$ cat config.mk
export PLATFORM = sky130hd
export DESIGN_NAME = rtcg_rtc_gateway
export DESIGN_NICKNAME = d
export VERILOG_FILES = /design/src/pkg/rtcg_pkg.sv /design/src/logic/rtcg_byte_mem.sv /design/src/logic/rtcg_clock_watch.sv /design/src/logic/rtcg_rtc_gateway.sv
export VERILOG_INCLUDE_DIRS = /design/src /design/src/pkg
export SDC_FILE = /design/constraint.sdc
export NUM_CORES = 1
export LEC_CHECK = 0
export ABC_AREA = 1
export BUFFER_PORTS_ARGS = -buffer_cell sky130_fd_sc_hd__buf_2
export CORE_MARGIN = 2
export CORE_UTILIZATION = 40
export DETAILED_ROUTE_END_ITERATION = 12
export GPL_TIMING_DRIVEN = 0
export SYNTH_ARGS = -nofsm -noshare
export SYNTH_HDL_FRONTEND = slang
export SYNTH_SLANG_ARGS = --single-unit
$ cat constraint.sdc
create_clock -name i_clk -period 6.7 [get_ports i_clk]
set_input_delay 0.335 -clock i_clk [delete_from_list [all_inputs] [get_ports i_clk]]
set_output_delay 0.335 -clock i_clk [all_outputs]
set_load 0.01 [all_outputs]
$ cat src/pkg/rtcg_defs.svh
// Constants of the clock gateway: offsets, fields, codes and timing.
// Assumes inclusion by bare name from design files.
`ifndef RTCG_DEFS_SVH
`define RTCG_DEFS_SVH
`define RTCG_OFS_ADR 8'hac
`define RTCG_OFS_DAT 8'had
`define RTCG_OFS_KEY 8'hae
`define RTCG_KEY_FIRST 8'ha5
`define RTCG_KEY_SECOND 8'hf1
`define RTCG_CODE_LOCKED 8'h00
`define RTCG_CODE_FIRST 8'h01
`define RTCG_CODE_OPEN 8'h02
`define RTCG_CODE_DISABLED 8'h03
`define RTCG_ADR_BUSY 7
`define RTCG_ADR_AUTO_READ_ENABLE 6
`define RTCG_ADR_VREG 5
`define RTCG_ADR_SHORT 4
`define RTCG_TGT_CAP_LAST 4'h5
`define RTCG_TGT_CTL 4'h6
`define RTCG_TGT_XCN 4'h7
`define RTCG_TGT_ALM_FIRST 4'h8
`define RTCG_TGT_ALM_LAST 4'hd
`define RTCG_TGT_RAMIDX 4'he
`define RTCG_TGT_RAMDAT 4'hf
`define RTCG_CTL_POWER 7
`define RTCG_CTL_MCLK 6
`define RTCG_CTL_FAIL 5
`define RTCG_CTL_RUN 4
`define RTCG_CTL_ALEN 3
`define RTCG_XCN_AGC 7
`define RTCG_XCN_CRYSTAL_MODE_SELECT 6
`define RTCG_XCN_BIAS 5
`define RTCG_XCN_VALID 4
`define RTCG_XCN_VBAT 0
`define RTCG_RESET_BIT 1'h0
`define RTCG_RESET_RAMIDX 6'h00
`define RTCG_STROBE_LONG 3'h4
`define RTCG_STROBE_SHORT 3'h1
`define RTCG_CLK_PERIOD_NS 8
`define RTCG_MCLK_TIMEOUT_US 50
`define RTCG_MCLK_CYCLES \
  ((`RTCG_MCLK_TIMEOUT_US * 1000 + `RTCG_CLK_PERIOD_NS - 1) / `RTCG_CLK_PERIOD_NS)
`define RTCG_RAM_DEPTH 64
`define RTCG_BANK_DEPTH 16
`endif

$ cat src/pkg/rtcg_pkg.sv
// Types shared by the clock gateway design files.
// Assumes nothing of its surroundings.
package rtcg_pkg;
  typedef enum logic [1:0] {
    LOCK_LOCKED,
    LOCK_FIRST_OK,
    LOCK_OPEN,
    LOCK_DISABLED
  } rtcg_lock_type;
  typedef enum logic [1:0] {
    XFER_IDLE,
    XFER_STROBE,
    XFER_FINISH
  } rtcg_xfer_type;
endpackage : rtcg_pkg

$ cat src/logic/rtcg_byte_mem.sv
// Small byte memory with a registered read port.
// Assumes one clock; contents are not reset.
`timescale 1ns/100ps
`default_nettype none
module rtcg_byte_mem
  import rtcg_pkg::*;
#(
  parameter int DEPTH = 64,
  parameter int AW = 6
) (
  input wire logic i_clk,
  input wire logic i_we,
  input wire logic [AW-1:0] i_addr,
  input wire logic [7:0] i_wdata,
  output logic [7:0] o_rdata
);
  logic [7:0] mem [DEPTH];

  always_ff @(posedge i_clk) begin
    if (i_we) begin
      mem[i_addr] <= i_wdata;
    end
  end

  always_ff @(posedge i_clk) begin
    o_rdata <= mem[i_addr];
  end
endmodule : rtcg_byte_mem
`default_nettype wire

$ cat src/logic/rtcg_clock_watch.sv
// Missing-clock detector: one pulse when the timebase level stalls.
// Assumes i_level is already synchronised to i_clk.
`timescale 1ns/100ps
`default_nettype none
module rtcg_clock_watch
  import rtcg_pkg::*;
#(
  parameter int unsigned LIMIT = 6250,
  parameter int unsigned CW = 13
) (
  input wire logic i_clk,
  input wire logic i_arst_n,
  input wire logic i_enable,
  input wire logic i_level,
  output logic o_timeout
);
  localparam logic [CW-1:0] LIM_M1 = CW'(LIMIT - 1);
  logic prev;
  logic [CW-1:0] count;
  logic stalled;

  assign stalled = i_enable && (i_level == prev);

  always_ff @(posedge i_clk or negedge i_arst_n) begin
    if (!i_arst_n) begin
      prev <= 1'h0;
    end else begin
      prev <= i_level;
    end
  end

  // The count saturates at the limit, one past the firing value, so a stall fires only once.
  always_ff @(posedge i_clk or negedge i_arst_n) begin
    if (!i_arst_n) begin
      count <= '0;
      o_timeout <= 1'h0;
    end else begin
      o_timeout <= stalled && (count == LIM_M1);
      if (!stalled) begin
        count <= '0;
      end else if (count <= LIM_M1) begin
        count <= count + 1'h1;
      end
    end
  end
endmodule : rtcg_clock_watch
`default_nettype wire

$ cat src/logic/rtcg_rtc_gateway.sv
// Clock gateway: lock and key, indirect access, oscillator control.
// Assumes a one-access-per-cycle register port on i_clk.
//
// Summary of operation
// - Key register reads return lock state code.
// - First then second key unlocks interface.
// - Wrong second key disables until reset.
// - Any key write while unlocked relocks.
// - Key writes ignored while disabled.
// - Setting busy starts read; hardware clears it.
// - Busy reads one during any transfer.
// - Auto read: data read starts next read.
// - Backup force sets itself; write forces backup.
// - Strobe four clocks, or one when short.
// - Target select decodes sixteen internal registers.
// - Target increments after snapshot or match access.
// - Data register holds byte; write starts transfer.
// - Clock core runs from its own timebase.
// - Self oscillation: bias double picks frequency.
// - Stalled timebase over limit sets fail flag.
// - Timeout wakes, interrupts, resets as enabled.
// - Bad key or access disables until reset.
// - Address and data registers survive reset, except backup force and busy.
// - Fail flag sticky until software clears.
`timescale 1ns/100ps
`default_nettype none
`include "rtcg_defs.svh"
module rtcg_rtc_gateway
  import rtcg_pkg::*;
#(
  parameter int unsigned MCLK_LIMIT = `RTCG_MCLK_CYCLES,
  parameter int unsigned MCLK_CW = 13
) (
  input wire logic i_clk,
  input wire logic i_arst_n,
  input wire logic [7:0] i_sfr_addr,
  input wire logic i_sfr_wr,
  input wire logic i_sfr_rd,
  input wire logic [7:0] i_sfr_wdata,
  output logic [7:0] o_sfr_rdata,
  input wire logic i_rtc_timebase,
  input wire logic i_backup_above_core,
  input wire logic i_crystal_stable,
  input wire logic i_on_backup,
  input wire logic i_clock_irq_enable,
  input wire logic i_reset_source_enable,
  output logic o_strobe,
  output logic o_osc_power,
  output logic o_crystal_mode,
  output logic o_auto_gain,
  output logic o_bias_double,
  output logic o_backup_force,
  output logic o_wake,
  output logic o_clock_irq,
  output logic o_reset_request
);
  // ****************************************************************
  // Register port decode
  // ****************************************************************
  rtcg_lock_type lock;
  rtcg_xfer_type xfer;
  logic [7:0] lock_code;
  logic wr_key, wr_adr, wr_dat, rd_key, rd_adr, rd_dat;
  logic acc_any, acc_bad;
  logic start_rd, start_wr, fin_wr, fin_rd;
  logic busy, auto_read, short_access, short_now;
  logic [3:0] target;
  logic [2:0] cnt;
  logic op_write;
  logic [7:0] data_reg, rd_value, bank_q, ram_q;
  logic is_bank;
  logic mclk_en, fail_flag, timer_run, alarm_en;
  logic [5:0] ram_index;
  logic tb_meta, tb_sync, mclk_timeout;

  assign wr_key = i_sfr_wr && (i_sfr_addr == `RTCG_OFS_KEY);
  assign wr_adr = i_sfr_wr && (i_sfr_addr == `RTCG_OFS_ADR);
  assign wr_dat = i_sfr_wr && (i_sfr_addr == `RTCG_OFS_DAT);
  assign rd_key = i_sfr_rd && (i_sfr_addr == `RTCG_OFS_KEY);
  assign rd_adr = i_sfr_rd && (i_sfr_addr == `RTCG_OFS_ADR);
  assign rd_dat = i_sfr_rd && (i_sfr_addr == `RTCG_OFS_DAT);
  assign acc_any = wr_adr || wr_dat || rd_adr || rd_dat;
  // Of address and data accesses, only polling the address register is legal while a transfer runs.
  assign acc_bad = acc_any && ((lock != LOCK_OPEN) || (busy && !rd_adr));
  assign start_rd = !acc_bad && ((wr_adr && i_sfr_wdata[`RTCG_ADR_BUSY]) ||
                    (rd_dat && auto_read));
  assign start_wr = !acc_bad && wr_dat;
  assign fin_wr = (xfer == XFER_FINISH) && op_write;
  assign fin_rd = (xfer == XFER_FINISH) && !op_write;
  // A read started by an address write takes the short bit written with it.
  assign short_now = wr_adr ? i_sfr_wdata[`RTCG_ADR_SHORT] : short_access;
  assign is_bank = (target <= `RTCG_TGT_CAP_LAST) ||
                   ((target >= `RTCG_TGT_ALM_FIRST) && (target <= `RTCG_TGT_ALM_LAST));

  // ****************************************************************
  // Lock and key
  // ****************************************************************
  always_ff @(posedge i_clk or negedge i_arst_n) begin
    if (!i_arst_n) begin
      lock <= LOCK_LOCKED;
    end else if (acc_bad) begin
      lock <= LOCK_DISABLED;
    end else if (wr_key) begin
      unique case (lock)
        LOCK_LOCKED: begin
          lock <= (i_sfr_wdata == `RTCG_KEY_FIRST) ? LOCK_FIRST_OK : LOCK_DISABLED;
        end
        LOCK_FIRST_OK: begin
          lock <= (i_sfr_wdata == `RTCG_KEY_SECOND) ? LOCK_OPEN : LOCK_DISABLED;
        end
        LOCK_OPEN: begin
          lock <= LOCK_LOCKED;
        end
        LOCK_DISABLED: begin
          lock <= LOCK_DISABLED;
        end
      endcase
    end
  end

  always_comb begin
    unique case (lock)
      LOCK_LOCKED: lock_code = `RTCG_CODE_LOCKED;
      LOCK_FIRST_OK: lock_code = `RTCG_CODE_FIRST;
      LOCK_OPEN: lock_code = `RTCG_CODE_OPEN;
      LOCK_DISABLED: lock_code = `RTCG_CODE_DISABLED;
    endcase
  end

  // ****************************************************************
  // Transfer sequencer
  // ****************************************************************
  // The strobe is the handoff to the timebase-side core; busy stays up
  // through one settling cycle after the strobe ends.
  always_ff @(posedge i_clk or negedge i_arst_n) begin
    if (!i_arst_n) begin
      xfer <= XFER_IDLE;
      cnt <= 3'h0;
      op_write <= 1'h0;
      busy <= 1'h0;
      o_strobe <= 1'h0;
    end else begin
      unique case (xfer)
        XFER_IDLE: begin
          if (start_rd || start_wr) begin
            xfer <= XFER_STROBE;
            cnt <= (short_now ? `RTCG_STROBE_SHORT : `RTCG_STROBE_LONG) - 3'h1;
            op_write <= start_wr;
            busy <= 1'h1;
            o_strobe <= 1'h1;
          end
        end
        XFER_STROBE: begin
          if (cnt == 3'h0) begin
            xfer <= XFER_FINISH;
            o_strobe <= 1'h0;
          end else begin
            cnt <= cnt - 3'h1;
          end
        end
        XFER_FINISH: begin
          xfer <= XFER_IDLE;
          busy <= 1'h0;
        end
        default: begin
          xfer <= XFER_IDLE;
          busy <= 1'h0;
        end
      endcase
    end
  end

  // ****************************************************************
  // Address and data registers
  // ****************************************************************
  // No reset here: these fields keep their contents through reset.
  always_ff @(posedge i_clk) begin
    if (wr_adr && !acc_bad) begin
      auto_read <= i_sfr_wdata[`RTCG_ADR_AUTO_READ_ENABLE];
      short_access <= i_sfr_wdata[`RTCG_ADR_SHORT];
      target <= i_sfr_wdata[3:0];
    end else if ((xfer == XFER_FINISH) && is_bank) begin
      target <= target + 4'h1;
    end
  end

  always_ff @(posedge i_clk) begin
    if (start_wr) begin
      data_reg <= i_sfr_wdata;
    end else if (fin_rd) begin
      data_reg <= rd_value;
    end
  end

  always_ff @(posedge i_clk or negedge i_arst_n) begin
    if (!i_arst_n) begin
      o_backup_force <= `RTCG_RESET_BIT;
    end else if (i_backup_above_core) begin
      o_backup_force <= 1'h1;
    end else if (wr_adr && !acc_bad) begin
      o_backup_force <= i_sfr_wdata[`RTCG_ADR_VREG];
    end
  end

  always_ff @(posedge i_clk or negedge i_arst_n) begin
    if (!i_arst_n) begin
      o_sfr_rdata <= 8'h00;
    end else if (rd_key) begin
      o_sfr_rdata <= lock_code;
    end else if (rd_adr && !acc_bad) begin
      o_sfr_rdata <= {busy, auto_read, o_backup_force, short_access, target};
    end else if (rd_dat && !acc_bad) begin
      o_sfr_rdata <= data_reg;
    end else begin
      o_sfr_rdata <= 8'h00;
    end
  end

  // ****************************************************************
  // Internal registers
  // ****************************************************************
  rtcg_byte_mem #(
    .DEPTH(`RTCG_BANK_DEPTH),
    .AW(4)
  ) u_bank (
    .i_clk(i_clk),
    .i_we(fin_wr && is_bank),
    .i_addr(target),
    .i_wdata(data_reg),
    .o_rdata(bank_q)
  );

  rtcg_byte_mem #(
    .DEPTH(`RTCG_RAM_DEPTH),
    .AW(6)
  ) u_ram (
    .i_clk(i_clk),
    .i_we(fin_wr && (target == `RTCG_TGT_RAMDAT)),
    .i_addr(ram_index),
    .i_wdata(data_reg),
    .o_rdata(ram_q)
  );

  always_comb begin
    rd_value = 8'h00;
    if (is_bank) begin
      rd_value = bank_q;
    end else if (target == `RTCG_TGT_CTL) begin
      rd_value = {o_osc_power, mclk_en, fail_flag, timer_run, alarm_en, 3'h0};
    end else if (target == `RTCG_TGT_XCN) begin
      rd_value = {o_auto_gain, o_crystal_mode, o_bias_double,
                  !o_crystal_mode || i_crystal_stable, 3'h0,
                  !o_osc_power || i_on_backup};
    end else if (target == `RTCG_TGT_RAMIDX) begin
      rd_value = {2'h0, ram_index};
    end else begin
      rd_value = ram_q;
    end
  end

  always_ff @(posedge i_clk or negedge i_arst_n) begin
    if (!i_arst_n) begin
      o_osc_power <= `RTCG_RESET_BIT;
      mclk_en <= `RTCG_RESET_BIT;
      timer_run <= `RTCG_RESET_BIT;
      alarm_en <= `RTCG_RESET_BIT;
      o_auto_gain <= `RTCG_RESET_BIT;
      o_crystal_mode <= `RTCG_RESET_BIT;
      o_bias_double <= `RTCG_RESET_BIT;
      ram_index <= `RTCG_RESET_RAMIDX;
    end else if (fin_wr) begin
      if (target == `RTCG_TGT_CTL) begin
        o_osc_power <= data_reg[`RTCG_CTL_POWER];
        mclk_en <= data_reg[`RTCG_CTL_MCLK];
        timer_run <= data_reg[`RTCG_CTL_RUN];
        alarm_en <= data_reg[`RTCG_CTL_ALEN];
      end
      if (target == `RTCG_TGT_XCN) begin
        o_auto_gain <= data_reg[`RTCG_XCN_AGC];
        o_crystal_mode <= data_reg[`RTCG_XCN_CRYSTAL_MODE_SELECT];
        o_bias_double <= data_reg[`RTCG_XCN_BIAS];
      end
      if (target == `RTCG_TGT_RAMIDX) begin
        ram_index <= data_reg[5:0];
      end
    end
  end

  // ****************************************************************
  // Missing-clock detector
  // ****************************************************************
  always_ff @(posedge i_clk or negedge i_arst_n) begin
    if (!i_arst_n) begin
      tb_meta <= 1'h0;
      tb_sync <= 1'h0;
    end else begin
      tb_meta <= i_rtc_timebase;
      tb_sync <= tb_meta;
    end
  end

  rtcg_clock_watch #(
    .LIMIT(MCLK_LIMIT),
    .CW(MCLK_CW)
  ) u_watch (
    .i_clk(i_clk),
    .i_arst_n(i_arst_n),
    .i_enable(mclk_en),
    .i_level(tb_sync),
    .o_timeout(mclk_timeout)
  );

  // A timeout in the same cycle as a software clear wins.
  always_ff @(posedge i_clk or negedge i_arst_n) begin
    if (!i_arst_n) begin
      fail_flag <= `RTCG_RESET_BIT;
    end else if (mclk_timeout) begin
      fail_flag <= 1'h1;
    end else if (fin_wr && (target == `RTCG_TGT_CTL)) begin
      fail_flag <= data_reg[`RTCG_CTL_FAIL];
    end
  end

  always_ff @(posedge i_clk or negedge i_arst_n) begin
    if (!i_arst_n) begin
      o_wake <= 1'h0;
      o_clock_irq <= 1'h0;
      o_reset_request <= 1'h0;
    end else begin
      o_wake <= mclk_timeout;
      o_clock_irq <= mclk_timeout && i_clock_irq_enable;
      o_reset_request <= mclk_timeout && i_reset_source_enable;
    end
  end
endmodule : rtcg_rtc_gateway
`default_nettype wire

**Word-level counts from Yosys, hierarchy flattened**

Memories as Yosys holds them, arrays and structs flattened. A register that Yosys moved wholly into a read port is not among the register bits.
Cells that the tools add are included.
W data, S select, Z words.

- $add $sub $neg: 4
- Magnitude comparators: 4
- Eq/ne operators: 21
- Mux-type cells: 39
- Bitwise operators: 1
- Reductions and logical operators: 57

Operator list:

| operator | count |
|---|---|
| $mux W8 | 9 |
| $eq A8 B8 Y1 const B | 5 |
| $pmux W8 S4 | 1 |
| $logic_and A1 B1 Y1 | 26 |
| $mux W13 | 2 |
| $add A13 B1 Y13 const B | 1 |
| $eq A13 B13 Y1 const B | 1 |
| $le A13 B13 Y1 const B | 1 |
| $mux W1 | 12 |
| $reduce_and A2 Y1 | 6 |
| $reduce_bool A2 Y1 | 6 |
| $mux W2 | 5 |
| $ne A2 B2 Y1 const B | 5 |
| $logic_or A1 B1 Y1 | 9 |
| $mux W3 | 3 |
| $eq A4 B3 Y1 const B | 2 |
| $eq A4 B4 Y1 const B | 2 |
| $mux W4 | 2 |
| $pmux W2 S4 | 1 |
| $eq A2 B2 Y1 const B | 3 |
| $pmux W3 S2 | 1 |
| $reduce_and A3 Y1 | 2 |
| $sub A3 B1 Y3 const B | 2 |
| $logic_not A1 Y1 | 5 |
| 11 further kinds | 14 |

- Register bits after elaboration: 67
- Bits in writable memories: 640
- Bits of input ports: 26
- Output and inout bits: 17
- Word-level logic and storage cells: 157
- Memories: 2

Memories:

| name | depth | bits a word | read ports | clocked after memory_dff | write ports | line | RTL |
|---|---|---|---|---|---|---|---|
| u_ram.mem | 64 | 8 | 1 | 1 | 1 | rtcg_byte_mem.sv:17 | `logic [7:0] mem [DEPTH];` |
| u_bank.mem | 16 | 8 | 1 | 1 | 1 | rtcg_byte_mem.sv:17 |  |

**Longest topological paths before layout**

Gate-level depths: netlist of the first run.

- Depth after elaboration: 11
- Gate-level depth with buffers: 13
- Depth with buffers taken out: 13

**Modules after synthesis**

A second synthesis of the first run with hierarchy kept.

- Cell total of the unflattened synthesis: 3196
- Area, all modules: 31527.7 um^2

Modules (own cells, without submodules):

| module | instances | cells an instance | area each (um^2) | sequential area each (um^2) |
|---|---|---|---|---|
| rtcg_byte_mem (u_ram) | 1 | 2167 | 22044.9 | 15534.9 |
| rtcg_byte_mem (u_bank) | 1 | 548 | 5592.9 | 4003.8 |
| rtcg_rtc_gateway | 1 | 341 | 2881.5 | 1371.3 |
| rtcg_clock_watch | 1 | 140 | 1008.5 | 375.4 |

**Worst setup path after synthesis of the first run**

Ideal clock, no wire load.

- Path type: register to register
- From: register target[0]
- To: memory u_bank.mem[10][0], enable pin
- Library setup time: 0.383 ns
- Data arrival time: 2.030 ns
- Data required time: 6.317 ns
- Slack: 4.286 ns
- Stages on the path, launching flop included: 9
- Buffers on the path: 2
- Clock period less this slack: 2.414 ns
- Cells stage by stage: edfxtp_1 > inv_1 > clkbuf_1 > buf_2 > ha_1 > nor3_2 > nor2_1 > inv_1 > nor3_1

- Word-level cells in the longest chain between the ends: 6
- Elaborated cells between the ends (all ways): 8
- Those cells by class: order compare: 3; mux: 2; reduce/logical: 3

RTL lines:

| element | line | RTL |
|---|---|---|
| start: declaration | rtcg_rtc_gateway.sv:67 | `logic [3:0] target;` |
| start signal: assignment | rtcg_rtc_gateway.sv:181 | `target <= i_sfr_wdata[3:0];` |
| start signal: assignment | rtcg_rtc_gateway.sv:183 | `target <= target + 4'h1;` |
| $ge A4 B4 Y1 (no source line) / $le A4 B4 Y1 (equally long branches) | - |  |
| $logic_and A1 B1 Y1 | rtcg_rtc_gateway.sv:93 | `` ((target >= `RTCG_TGT_ALM_FIRST) && (target <= `RTCG_TGT_ALM_LAST)); `` |
| $logic_or A1 B1 Y1 | rtcg_rtc_gateway.sv:92 | `` assign is_bank = (target <= `RTCG_TGT_CAP_LAST) \|\| `` |
| $logic_and A1 B1 Y1 | rtcg_rtc_gateway.sv:227 | `.i_we(fin_wr && is_bank),` |
| $mux W1 | rtcg_byte_mem.sv:20 | `if (i_we) begin` |
| $mux W1 (implied by the code) | rtcg_byte_mem.sv:21 | `mem[i_addr] <= i_wdata;` |
| end: declaration | rtcg_byte_mem.sv:17 |  |

Parallel ways exist; a longest one is shown, timed or not.

**Worst setup path in the final report of the first run**

- From: register target[1]
- To: memory u_ram.mem[31][5], enable pin

- Word-level cells in the longest chain between the ends: 4

RTL lines:

| element | line | RTL |
|---|---|---|
| $eq A4 B4 Y1 (no source line) | - |  |
| $logic_and A1 B1 Y1 | rtcg_rtc_gateway.sv:238 | `` .i_we(fin_wr && (target == `RTCG_TGT_RAMDAT)), `` |
| $mux W1 | rtcg_byte_mem.sv:20 |  |
| $mux W1 (implied by the code) | rtcg_byte_mem.sv:21 |  |
| end: declaration | rtcg_byte_mem.sv:17 |  |

Every way passes these cells.

==> flow_metrics.tcl, run 1 <==
set metrics [dict create \
    regMostFlops "u_ram.mem" \
    synth_cell_types 48 \
    vias 21351 \
    post-route-util_pct 46.9 \
    async_reset_ff_share_pct 7.33 \
    firstDrtPassIters 6 \
    switchingPower_mw 1.84 \
    drt_iter0_drc 2692 \
    grt_max_degree 54 \
    final_nets 2933 \
    fin_crit_ns 3.39 \
    largest_reg_flops 512 \
    worstRegToRegCells 5 \
    synth_edf_count 654 \
    wirelength_um 94400 \
    synth_area_leaders "edfxtp_1, nand2_1, dfrtp_1" \
    worstPathCellList "ha_1 > inv_1 > nor3_4 > nand2_1 > nor2_1" \
    seq_power_share_pct 52.9 \
    arrival_ns 3.62 \
    largestRegisters "u_ram.mem: 512 flops, u_bank.mem: 128 flops, u_watch.count: 13 flops" \
    startpoint_type "flip-flop" \
    cts_resized 0 \
    wire_per_inst_um 24.0 \
    cts_sinks 723 \
    gp_congestion 0.999 \
    syn_area_sq_mm 0.0301 \
    syn_to_final_growth_pct 16.0 \
    clk_pin_slew_worst_paths_ns 0.06 \
    rows 100 \
    relSlewSlack_pct 11.3 \
    hp-class "in2reg" \
    combPwrFrac_pct 0.7 \
    power_mw 9.19 \
    swShare_pct 20.0 \
    antenna_found_initial 2 \
    holdWs_ns 0.0489 \
    netlist_instances 2741 \
    clockPowerShare_pct 46.4 \
    cp-end-kind "flip-flop" \
    io_pins 43 \
    port_buffers 42 \
    max_stage_delay_ns 1.02 \
    rsz0062_at_grt "false" \
    core_sq_mm 0.0744 \
    setup_viol 0 \
    yosysWarnings 0 \
    yosys_most_used_dff "edfxtp_1" \
    dp_hpwl_um 65200 \
    fin_skew_ns 0.0367 \
    fp.dieH_um 278 \
    synth.most_common_cell "nand2_1" \
    postRouteAntennaNets 0 \
    cts_buffers 78 \
    cts_root_buf "clkbuf_16" \
    finalCritPeriodShare_pct 50.5 \
    die_x_um 278 \
    drc_errors 0 \
    worstMarginPinSlew_ns 1.32 \
    p_per_area_mw_per_mm2 263 \
    clockBufferDepth 3 \
    maxSlewViolCount 0 \
    syn_area_per_cell_sq_um 11.0 \
    overflow 0 \
    grtUsageTotal_pct 24.2 \
    clkLatencyLatePin_ns 0.66 \
    grt_pass1_wl_um 136000 \
    synth_top_cell_area_share_pct 65.3 \
    fmax_mhz 295 \
    cp_max_fo 10 \
    synth_top_area_cell "edfxtp_1" \
    crit_type "reg2reg" \
    synth_seq_cells 723 \
    tns_ns 0 \
    status "completed" \
    yosysSeqAreaShare_pct 70.7 \
    internal-power_mw 7.35 \
    maxCapViolCount 0 \
    htreeDepth 3 \
    vias_per_cell 5.43 \
    hold_violations 0 \
    drive_above_1_share_pct 10.7 \
    p_leak_nw 13.3 \
    syn_nets 2774 \
    grt_pass1_vias 20253 \
    cts_tree "built" \
    netlist_top_cells_count "nand2_1, edfxtp_1, nor2_1" \
    vdd_ir_drop_max_mv 0.191 \
    min_path_cells 3 \
    critPathSlowestCell "nor2_1" \
    dieArea_sq_mm 0.0775 \
    initial_utilization_pct 40.4 \
    required_ns 6.94 \
]
cell families after synthesis:
kind of cell    Yosys count  synth area share [%]
compound gates          333                  5.93
xor+xnor                 11                 0.320
fa+ha+maj                 7                 0.291
buf+inv                 194                  3.10
flops                   723                  70.7
mux                       3                 0.112
simple gates           1470                  19.5
layout by cell type, fill, tap and decap left out, types with 22 or more instances in the layout:
master	n
o22ai_1	33
clkbuf_1	53
nand2_1	1115
buf_16	27
inv_1	64
nand4_1	24
dfrtp_1	53
o21ai_0	147
buf_2	89
nand3_1	55
buf_4	22
a21oi_1	128
edfxtp_1	654
clkbuf_16	82
nor2_1	226
path summary, 6_finish.rpt:
| kind | start | end | slack (ns) |
|---|---|---|---|
| min in group asynchronous | i_arst_n | u_watch.count[8] | 0.14 |
| max | target[1] | u_ram.mem[31][5] | 3.31 |
| max in group asynchronous | i_arst_n | u_watch.count[2] | 6.02 |
| min | i_sfr_wdata[0] | target[0] | 0.05 |
| max reg2reg | target[1] | u_ram.mem[31][5] | 3.31 |
| min reg2reg | tb_meta | tb_sync | 0.36 |
through the flow:
stage / worst slack (ns) / cells / instance area (sq um)
2_1_floorplan: 4.29 / 2741 / 30100
3_3_place_gp: 3.28 / 3752 / 31500
3_5_place_dp: 3.41 / 3780 / 32300
4_1_cts: 3.37 / 3933 / 34900
5_1_grt: 3.15 / 3934 / 34900
6_report: 3.31 / 3935 / 34900
layout make-up:
cell class              count  area [sq um]
diodes                      1          2.50
clock buffers             108          2170
repair buffers             79          1070
fillers                  6625         39500
well taps                 969          1210
clock inverters            37           365
plain buffers             115           636
multi-input cells        1824          7880
inverters                  79           297
flip-flops and latches    723         21300
critical path, delay by kind of cell, from the launching register on:
family	cells	cell delay (ns)
adder cells (fa/ha/maj)	1	0.27
AND/OR/NAND/NOR	3	1.93
flip-flops	1	0.59
buffers and inverters	1	0.18
power groups by stage:
stage	sequential, mW	clock (mW)	combinational, mW
floorplan	4.96	0	0.0250
global placement	4.96	0	0.0487
detailed placement	4.96	0	0.0561
CTS	4.86	4.32	0.0599
global route	4.86	4.48	0.0674
finish	4.86	4.27	0.0608
metal layers:
| layer | wire length (um) | part of all wire (%) | global-route usage [%] | vias up |
|---|---|---|---|---|
| met2 | 42700 | 45 | 38.1 | 1120 |
| met3 | 9120 | 9.7 | 5.02 | 227 |
| met5 | 0 | 0 | 0 | - |
| met4 | 4480 | 4.7 | 10.6 | 0 |
| li1 | - | - | - | 9639 |
| met1 | 38100 | 40 | 32.5 | 10365 |
what timing repair did:
item                                   in CTS  in global routing
setup buffers                               0                  0
hold buffers                                8                  0
endpoints found under the hold margin      24                  0
(Power assumes the default switching activity.)
==> run 2, diff against run 1 <==
clock period = 2.8 ns   (was 6.7 ns; I/O delays follow)
==> run 2 against run 1 <==
Compared with the run above: count of clock-buffer cells in the layout unchanged; first-iteration DRC count is 1.8% lower; global-route usage grew 0.11 points; largest cell class unchanged; largest power group unchanged; critical path depth is the same; register-to-register slack worse by 3.3 ns; highest routed layer unchanged; routed wire length increased by 0.10%; sequential share of layout area fell by 1.4 points; die area unchanged.
==> flow_metrics.tcl, run 2 (synthesized netlist as in run 1, its figures left out) <==
set metrics [dict create \
    status "completed" \
    internal-power_mw 17.6 \
    syn_to_final_growth_pct 18.7 \
    path_delay_family "simple AND/OR/NAND/NOR gates" \
    drt_iter0_drc 2643 \
    postRouteAntennaNets 0 \
    required_ns 3.07 \
    hp-class "in2reg" \
    cts_tree "built" \
    cts_root_buf "clkbuf_16" \
    cp-end-kind "flip-flop" \
    grt_pass1_vias 20422 \
    grt_max_degree 54 \
    final_nets 2952 \
    firstDrtPassIters 6 \
    arrival_ns 3.05 \
    initial_utilization_pct 40.4 \
    rows 100 \
    worst_slack_ns 0.0213 \
    gp_congestion 0.999 \
    worstPathCellList "buf_2 > inv_1 > nor3_4 > inv_1 > nor2_2" \
    clockPowerShare_pct 46.4 \
    finalCritPeriodShare_pct 99.2 \
    hold_violations 0 \
    vdd_ir_drop_max_mv 0.457 \
    largestRegisters "u_ram.mem: 512 flops, u_bank.mem: 128 flops, u_watch.count: 13 flops" \
    clkLatencyLatePin_ns 0.66 \
    fp.dieH_um 278 \
    setup_viol 0 \
    holdWs_ns 0.0623 \
    vias 21415 \
    post-route-util_pct 48.0 \
    critPathSlowestCell "nor3_4" \
    seq_power_share_pct 52.8 \
    swShare_pct 20.1 \
    wire_per_inst_um 23.9 \
    placed_cells 3780 \
    worstMarginPinSlew_ns 1.11 \
    combPwrFrac_pct 0.7 \
    switchingPower_mw 4.42 \
    fmax_mhz 360 \
    cts_buffers 78 \
    rsz0062_at_grt "true" \
    final_cell_mix "nand2_1, edfxtp_1, nor2_1" \
    dieArea_sq_mm 0.0775 \
    reg2reg_slack_ns 0.02 \
    port_buffers 42 \
    fin_skew_ns 0.0408 \
    p_leak_nw 13.5 \
    die_x_um 278 \
    drive_above_1_share_pct 13.7 \
    cp_max_fo 9 \
    antenna_found_initial 2 \
    cp_num_buf_inv 3 \
    drc_errors 0 \
    overflow 0 \
    final_cells 3954 \
    wirelength_um 94500 \
    clockBufferDepth 3 \
    largest_reg_flops 512 \
    vias_per_cell 5.42 \
    crit_type "reg2reg" \
    io_pins 43 \
    htreeDepth 3 \
    clk_pin_slew_worst_paths_ns 0.06 \
    grtUsageTotal_pct 24.3 \
    place_area_sq_mm 0.0323 \
    p_per_area_mw_per_mm2 616 \
    maxCapViolCount 0 \
    fin_area_sq_mm 0.0357 \
    layout_commonest_cell "nand2_1" \
    dp_hpwl_um 65200 \
    place_ws_ns -0.495 \
    grt_pass1_wl_um 136000 \
    n_fill_cell 6516 \
    relSlewSlack_pct 25.2 \
    cpMostUsedCell "inv_1" \
    startpoint_type "flip-flop" \
    fin_crit_ns 2.78 \
    cts_sinks 723 \
    maxSlewViolCount 0 \
    regMostFlops "u_ram.mem" \
    core_sq_mm 0.0744 \
    max_stage_delay_ns 0.57 \
]
run 2: per-stage QoR:
| step | setup TNS [ns] | power (mW) |
|---|---|---|
| after floorplan | 0 | 11.9 |
| after global placement | -492.89 | 12.0 |
| after detailed placement | -189.83 | 12.0 |
| after CTS | -2.24 | 22.1 |
| after global routing | -4.13 | 22.5 |
| final | 0 | 22.0 |
run 2: path summary, 6_finish.rpt:
path | to | from | depth (start not counted)
setup / recovery | u_ram.mem[50][4] | ram_index[4] | 5
hold / removal | lock[0] | i_sfr_addr[2] | 6
setup reg to reg | u_ram.mem[50][4] | ram_index[4] | 5
hold reg to reg | tb_sync | tb_meta | 0
max in group asynchronous | u_watch.count[1] | i_arst_n | 4
min in group asynchronous | u_watch.count[8] | i_arst_n | 3
run 2: metal layers:
layer | track usage, % | wire [um]
met3 | 5.00 | 9420
met1 | 32.6 | 37400
met4 | 11.0 | 4550
met5 | 0 | 0
met2 | 38.3 | 43200
run 2: worst min-delay path: stages:
cell,delay [ns]
buf_2,0.10
nand2_2,0.10
nor3_1,0.07
nand3_1,0.10
o21ai_0,0.10
nand3_1,0.06
run 2: layout make-up:
class	instances	area (sq um)	area share, %
antenna	1	2.50	0.00701
buffer	113	632	1.77
clock buffer	108	2170	6.07
clock inverter	37	365	1.02
inverter	79	307	0.858
multi-input combinational	1824	8430	23.6
sequential	723	21300	59.6
tap	969	1210	3.39
timing repair buffer	100	1320	3.69
run 2: repair_timing:
action | 4_1_cts | 5_1_grt
buffers inserted | 2 | 7
endpoints found under the hold margin | 79 | 13
endpoints found under the setup margin | 582 | 314
gates resized for setup | 126 | 28
hold buffers | 19 | 1
pin swaps | 2 | 4
run 2: power groups by stage:
stage	sequential [mW]	combinational [mW]	clock [mW]
6_report	11.6	0.158	10.2
5_1_grt	11.6	0.175	10.7
4_1_cts	11.6	0.154	10.3
3_5_place_dp	11.9	0.134	0
3_3_place_gp	11.9	0.117	0
2_1_floorplan	11.9	0.0599	0
==> run 3, diff against run 2 <==
BUFFER_PORTS_ARGS = unset   (was -buffer_cell sky130_fd_sc_hd__buf_2)
DONT_BUFFER_PORTS = 1   (was unset)
clock period = 3.4 ns   (was 2.8 ns; I/O delays follow)
==> run 3 against run 2 <==
Compared with the run above: final area fell by 2.2%; non-clock buffer count fell by 43; routed wire length is 3.3% higher; register-to-register slack about the same; sequential power down 17%; die area unchanged; worst setup slack worse by 0.0080 ns; via count is 0.20% lower; clock power down 16%; first-iteration DRC count is 0.42% lower; critical path type unchanged; largest power group unchanged; highest routed layer unchanged.
==> flow_metrics.tcl, run 3 (synthesized netlist as in run 1, its figures left out) <==
set metrics [dict create \
    p_leak_nw 13.2 \
    vdd_ir_drop_max_mv 0.392 \
    critPathSlowestCell "nor2_1" \
    grt_max_degree 54 \
    relSlewSlack_pct 19.9 \
    postRouteAntennaNets 0 \
    regMostFlops "u_ram.mem" \
    holdWs_ns 0.0304 \
    r2r_start "target[1]" \
    core_sq_mm 0.0744 \
    fin_skew_ns 0.0267 \
    internal-power_mw 14.7 \
    fin_crit_ns 3.39 \
    route.met3.wl_um 9510 \
    vias 21372 \
    port_buffers 0 \
    final-seq-area_sq_mm 0.0213 \
    largestRegisters "u_ram.mem: 512 flops, u_bank.mem: 128 flops, u_watch.count: 13 flops" \
    wire_per_inst_um 25.0 \
    layout_commonest_cell "nand2_1" \
    crit_type "reg2reg" \
    syn_to_final_growth_pct 16.1 \
    endpoint "u_ram.mem[50][0]" \
    top_layer "met4" \
    clkLatencyLatePin_ns 0.62 \
    die_x_um 278 \
    dieArea_sq_mm 0.0775 \
    power_mw 18.2 \
    worstRegToRegCells 5 \
    largest_reg_flops 512 \
    status "completed" \
    cts_tree "built" \
    drc_errors 0 \
    rsz0062_at_grt "true" \
    clockBufferDepth 3 \
    switchingPower_mw 3.58 \
    cts_root_buf "clkbuf_16" \
    final_cell_mix "nand2_1, edfxtp_1, nor2_1" \
    clk_pin_slew_worst_paths_ns 0.06 \
    cts_sinks 723 \
    arrival_ns 3.62 \
    setup_viol 0 \
    wirelength_um 97600 \
    hp-class "in2reg" \
    vias_per_cell 5.47 \
    multi_input_area_sq_mm 0.00790 \
    grtUsageTotal_pct 25.0 \
    fin_area_sq_mm 0.0349 \
    post_cts_buffers 0 \
    rows 100 \
    n_fill_cell 6668 \
    overflow 0 \
    worstPathCellList "ha_1 > inv_1 > nor3_4 > nand2_1 > nor2_1" \
    path_depth 5 \
    startpoint_type "flip-flop" \
    dp_hpwl_um 67600 \
    final_nets 2909 \
    io_pins 43 \
    worstSetupStartpoint "target[1]" \
    grt_pass1_wl_um 140000 \
    fp.dieH_um 278 \
    worst_slack_ns 0.0133 \
    finalCritPeriodShare_pct 99.6 \
    maxCapViolCount 0 \
    seq_power_share_pct 52.5 \
    swShare_pct 19.6 \
    worstMarginPinSlew_ns 1.19 \
    hold_violations 0 \
    initial_utilization_pct 40.4 \
    path_delay_family "simple AND/OR/NAND/NOR gates" \
    max_stage_delay_ns 0.92 \
    p_per_area_mw_per_mm2 522 \
    cts_buffers 78 \
    fmax_mhz 295 \
    diodes 0 \
    required_ns 3.64 \
    place_area_sq_mm 0.0321 \
    firstDrtPassIters 5 \
    htreeDepth 3 \
    cp-end-kind "flip-flop" \
    drive_above_1_share_pct 9.81 \
    met1Wirelength_um 41700 \
    r2r_end "u_ram.mem[50][0]" \
    combPwrFrac_pct 0.6 \
    gp_congestion 0.974 \
    maxSlewViolCount 0 \
    drt_iter0_drc 2632 \
    cp_max_fo 10 \
    place_ws_ns 0.0589 \
    cp_num_buf_inv 1 \
    antenna_found_initial 0 \
    reg2reg_slack_ns 0.01 \
    clockPowerShare_pct 46.8 \
    wl_met2_um 43900 \
    grt_pass1_vias 20294 \
]
==> run 3: how the worst min path moves through the flow <==
stage                             start                 to  depth (start not counted)
after floorplan                i_arst_n           alarm_en                          0
after global placement         i_arst_n  u_watch.count[10]                          0
after detailed placement       i_arst_n   u_watch.count[8]                          0
after CTS                 i_sfr_addr[7]     o_sfr_rdata[6]                          5
after global routing      i_sfr_addr[7]     o_sfr_rdata[6]                          5
final                     i_sfr_addr[7]     o_sfr_rdata[6]                          5
==> run 3: power by group through the flow <==
| stage | combinational, mW | sequential [mW] | clock [mW] |
|---|---|---|---|
| final | 0.115 | 9.58 | 8.54 |
| after global placement | 0.0596 | 9.77 | 0 |
| after CTS | 0.116 | 9.58 | 8.61 |
| after floorplan | 0.0493 | 9.77 | 0 |
| after global routing | 0.126 | 9.58 | 8.94 |
| after detailed placement | 0.0741 | 9.77 | 0 |
==> run 3: timing repair <==
item | in CTS | in global routing
endpoints found under the setup margin | 0 | 32
resized for setup | 0 | 3
hold buffers | 24 | 0
hold endpoints to repair | 86 | 0
==> run 3: area by class of cell <==
cell class | instances | area share [%]
Buffer | 115 | 1.82
Clock buffer | 102 | 6.11
Clock inverter | 39 | 1.20
Inverter | 79 | 0.849
Multi-Input combinational cell | 1824 | 22.6
Sequential cell | 723 | 60.9
Tap cell | 969 | 3.47
Timing Repair Buffer | 55 | 3.00
==> run 3: per-layer routing <==
| layer | up-vias | GRT usage, % |
|---|---|---|
| met5 | - | 0 |
| met4 | 0 | 6.92 |
| met3 | 155 | 5.14 |
| met2 | 1100 | 38.8 |
| met1 | 10504 | 35.8 |
| li1 | 9613 | - |
==> run 3: per-stage QoR <==
stage / TNS (ns) / utilization (%) / instances
after global routing: -1.33 / 46.9 / 3906
after floorplan: 0 / - / 2741
after CTS: 0 / 46.9 / 3906
final: 0 / 46.9 / 3906
after detailed placement: 0 / 43.1 / 3741
after global placement: -0.345 / 42.1 / 3710
==> run 3: tightest hold or removal path, delay by kind of cell <==
kind | cells | cell delay (ns)
simple gates | 5 | 0.44
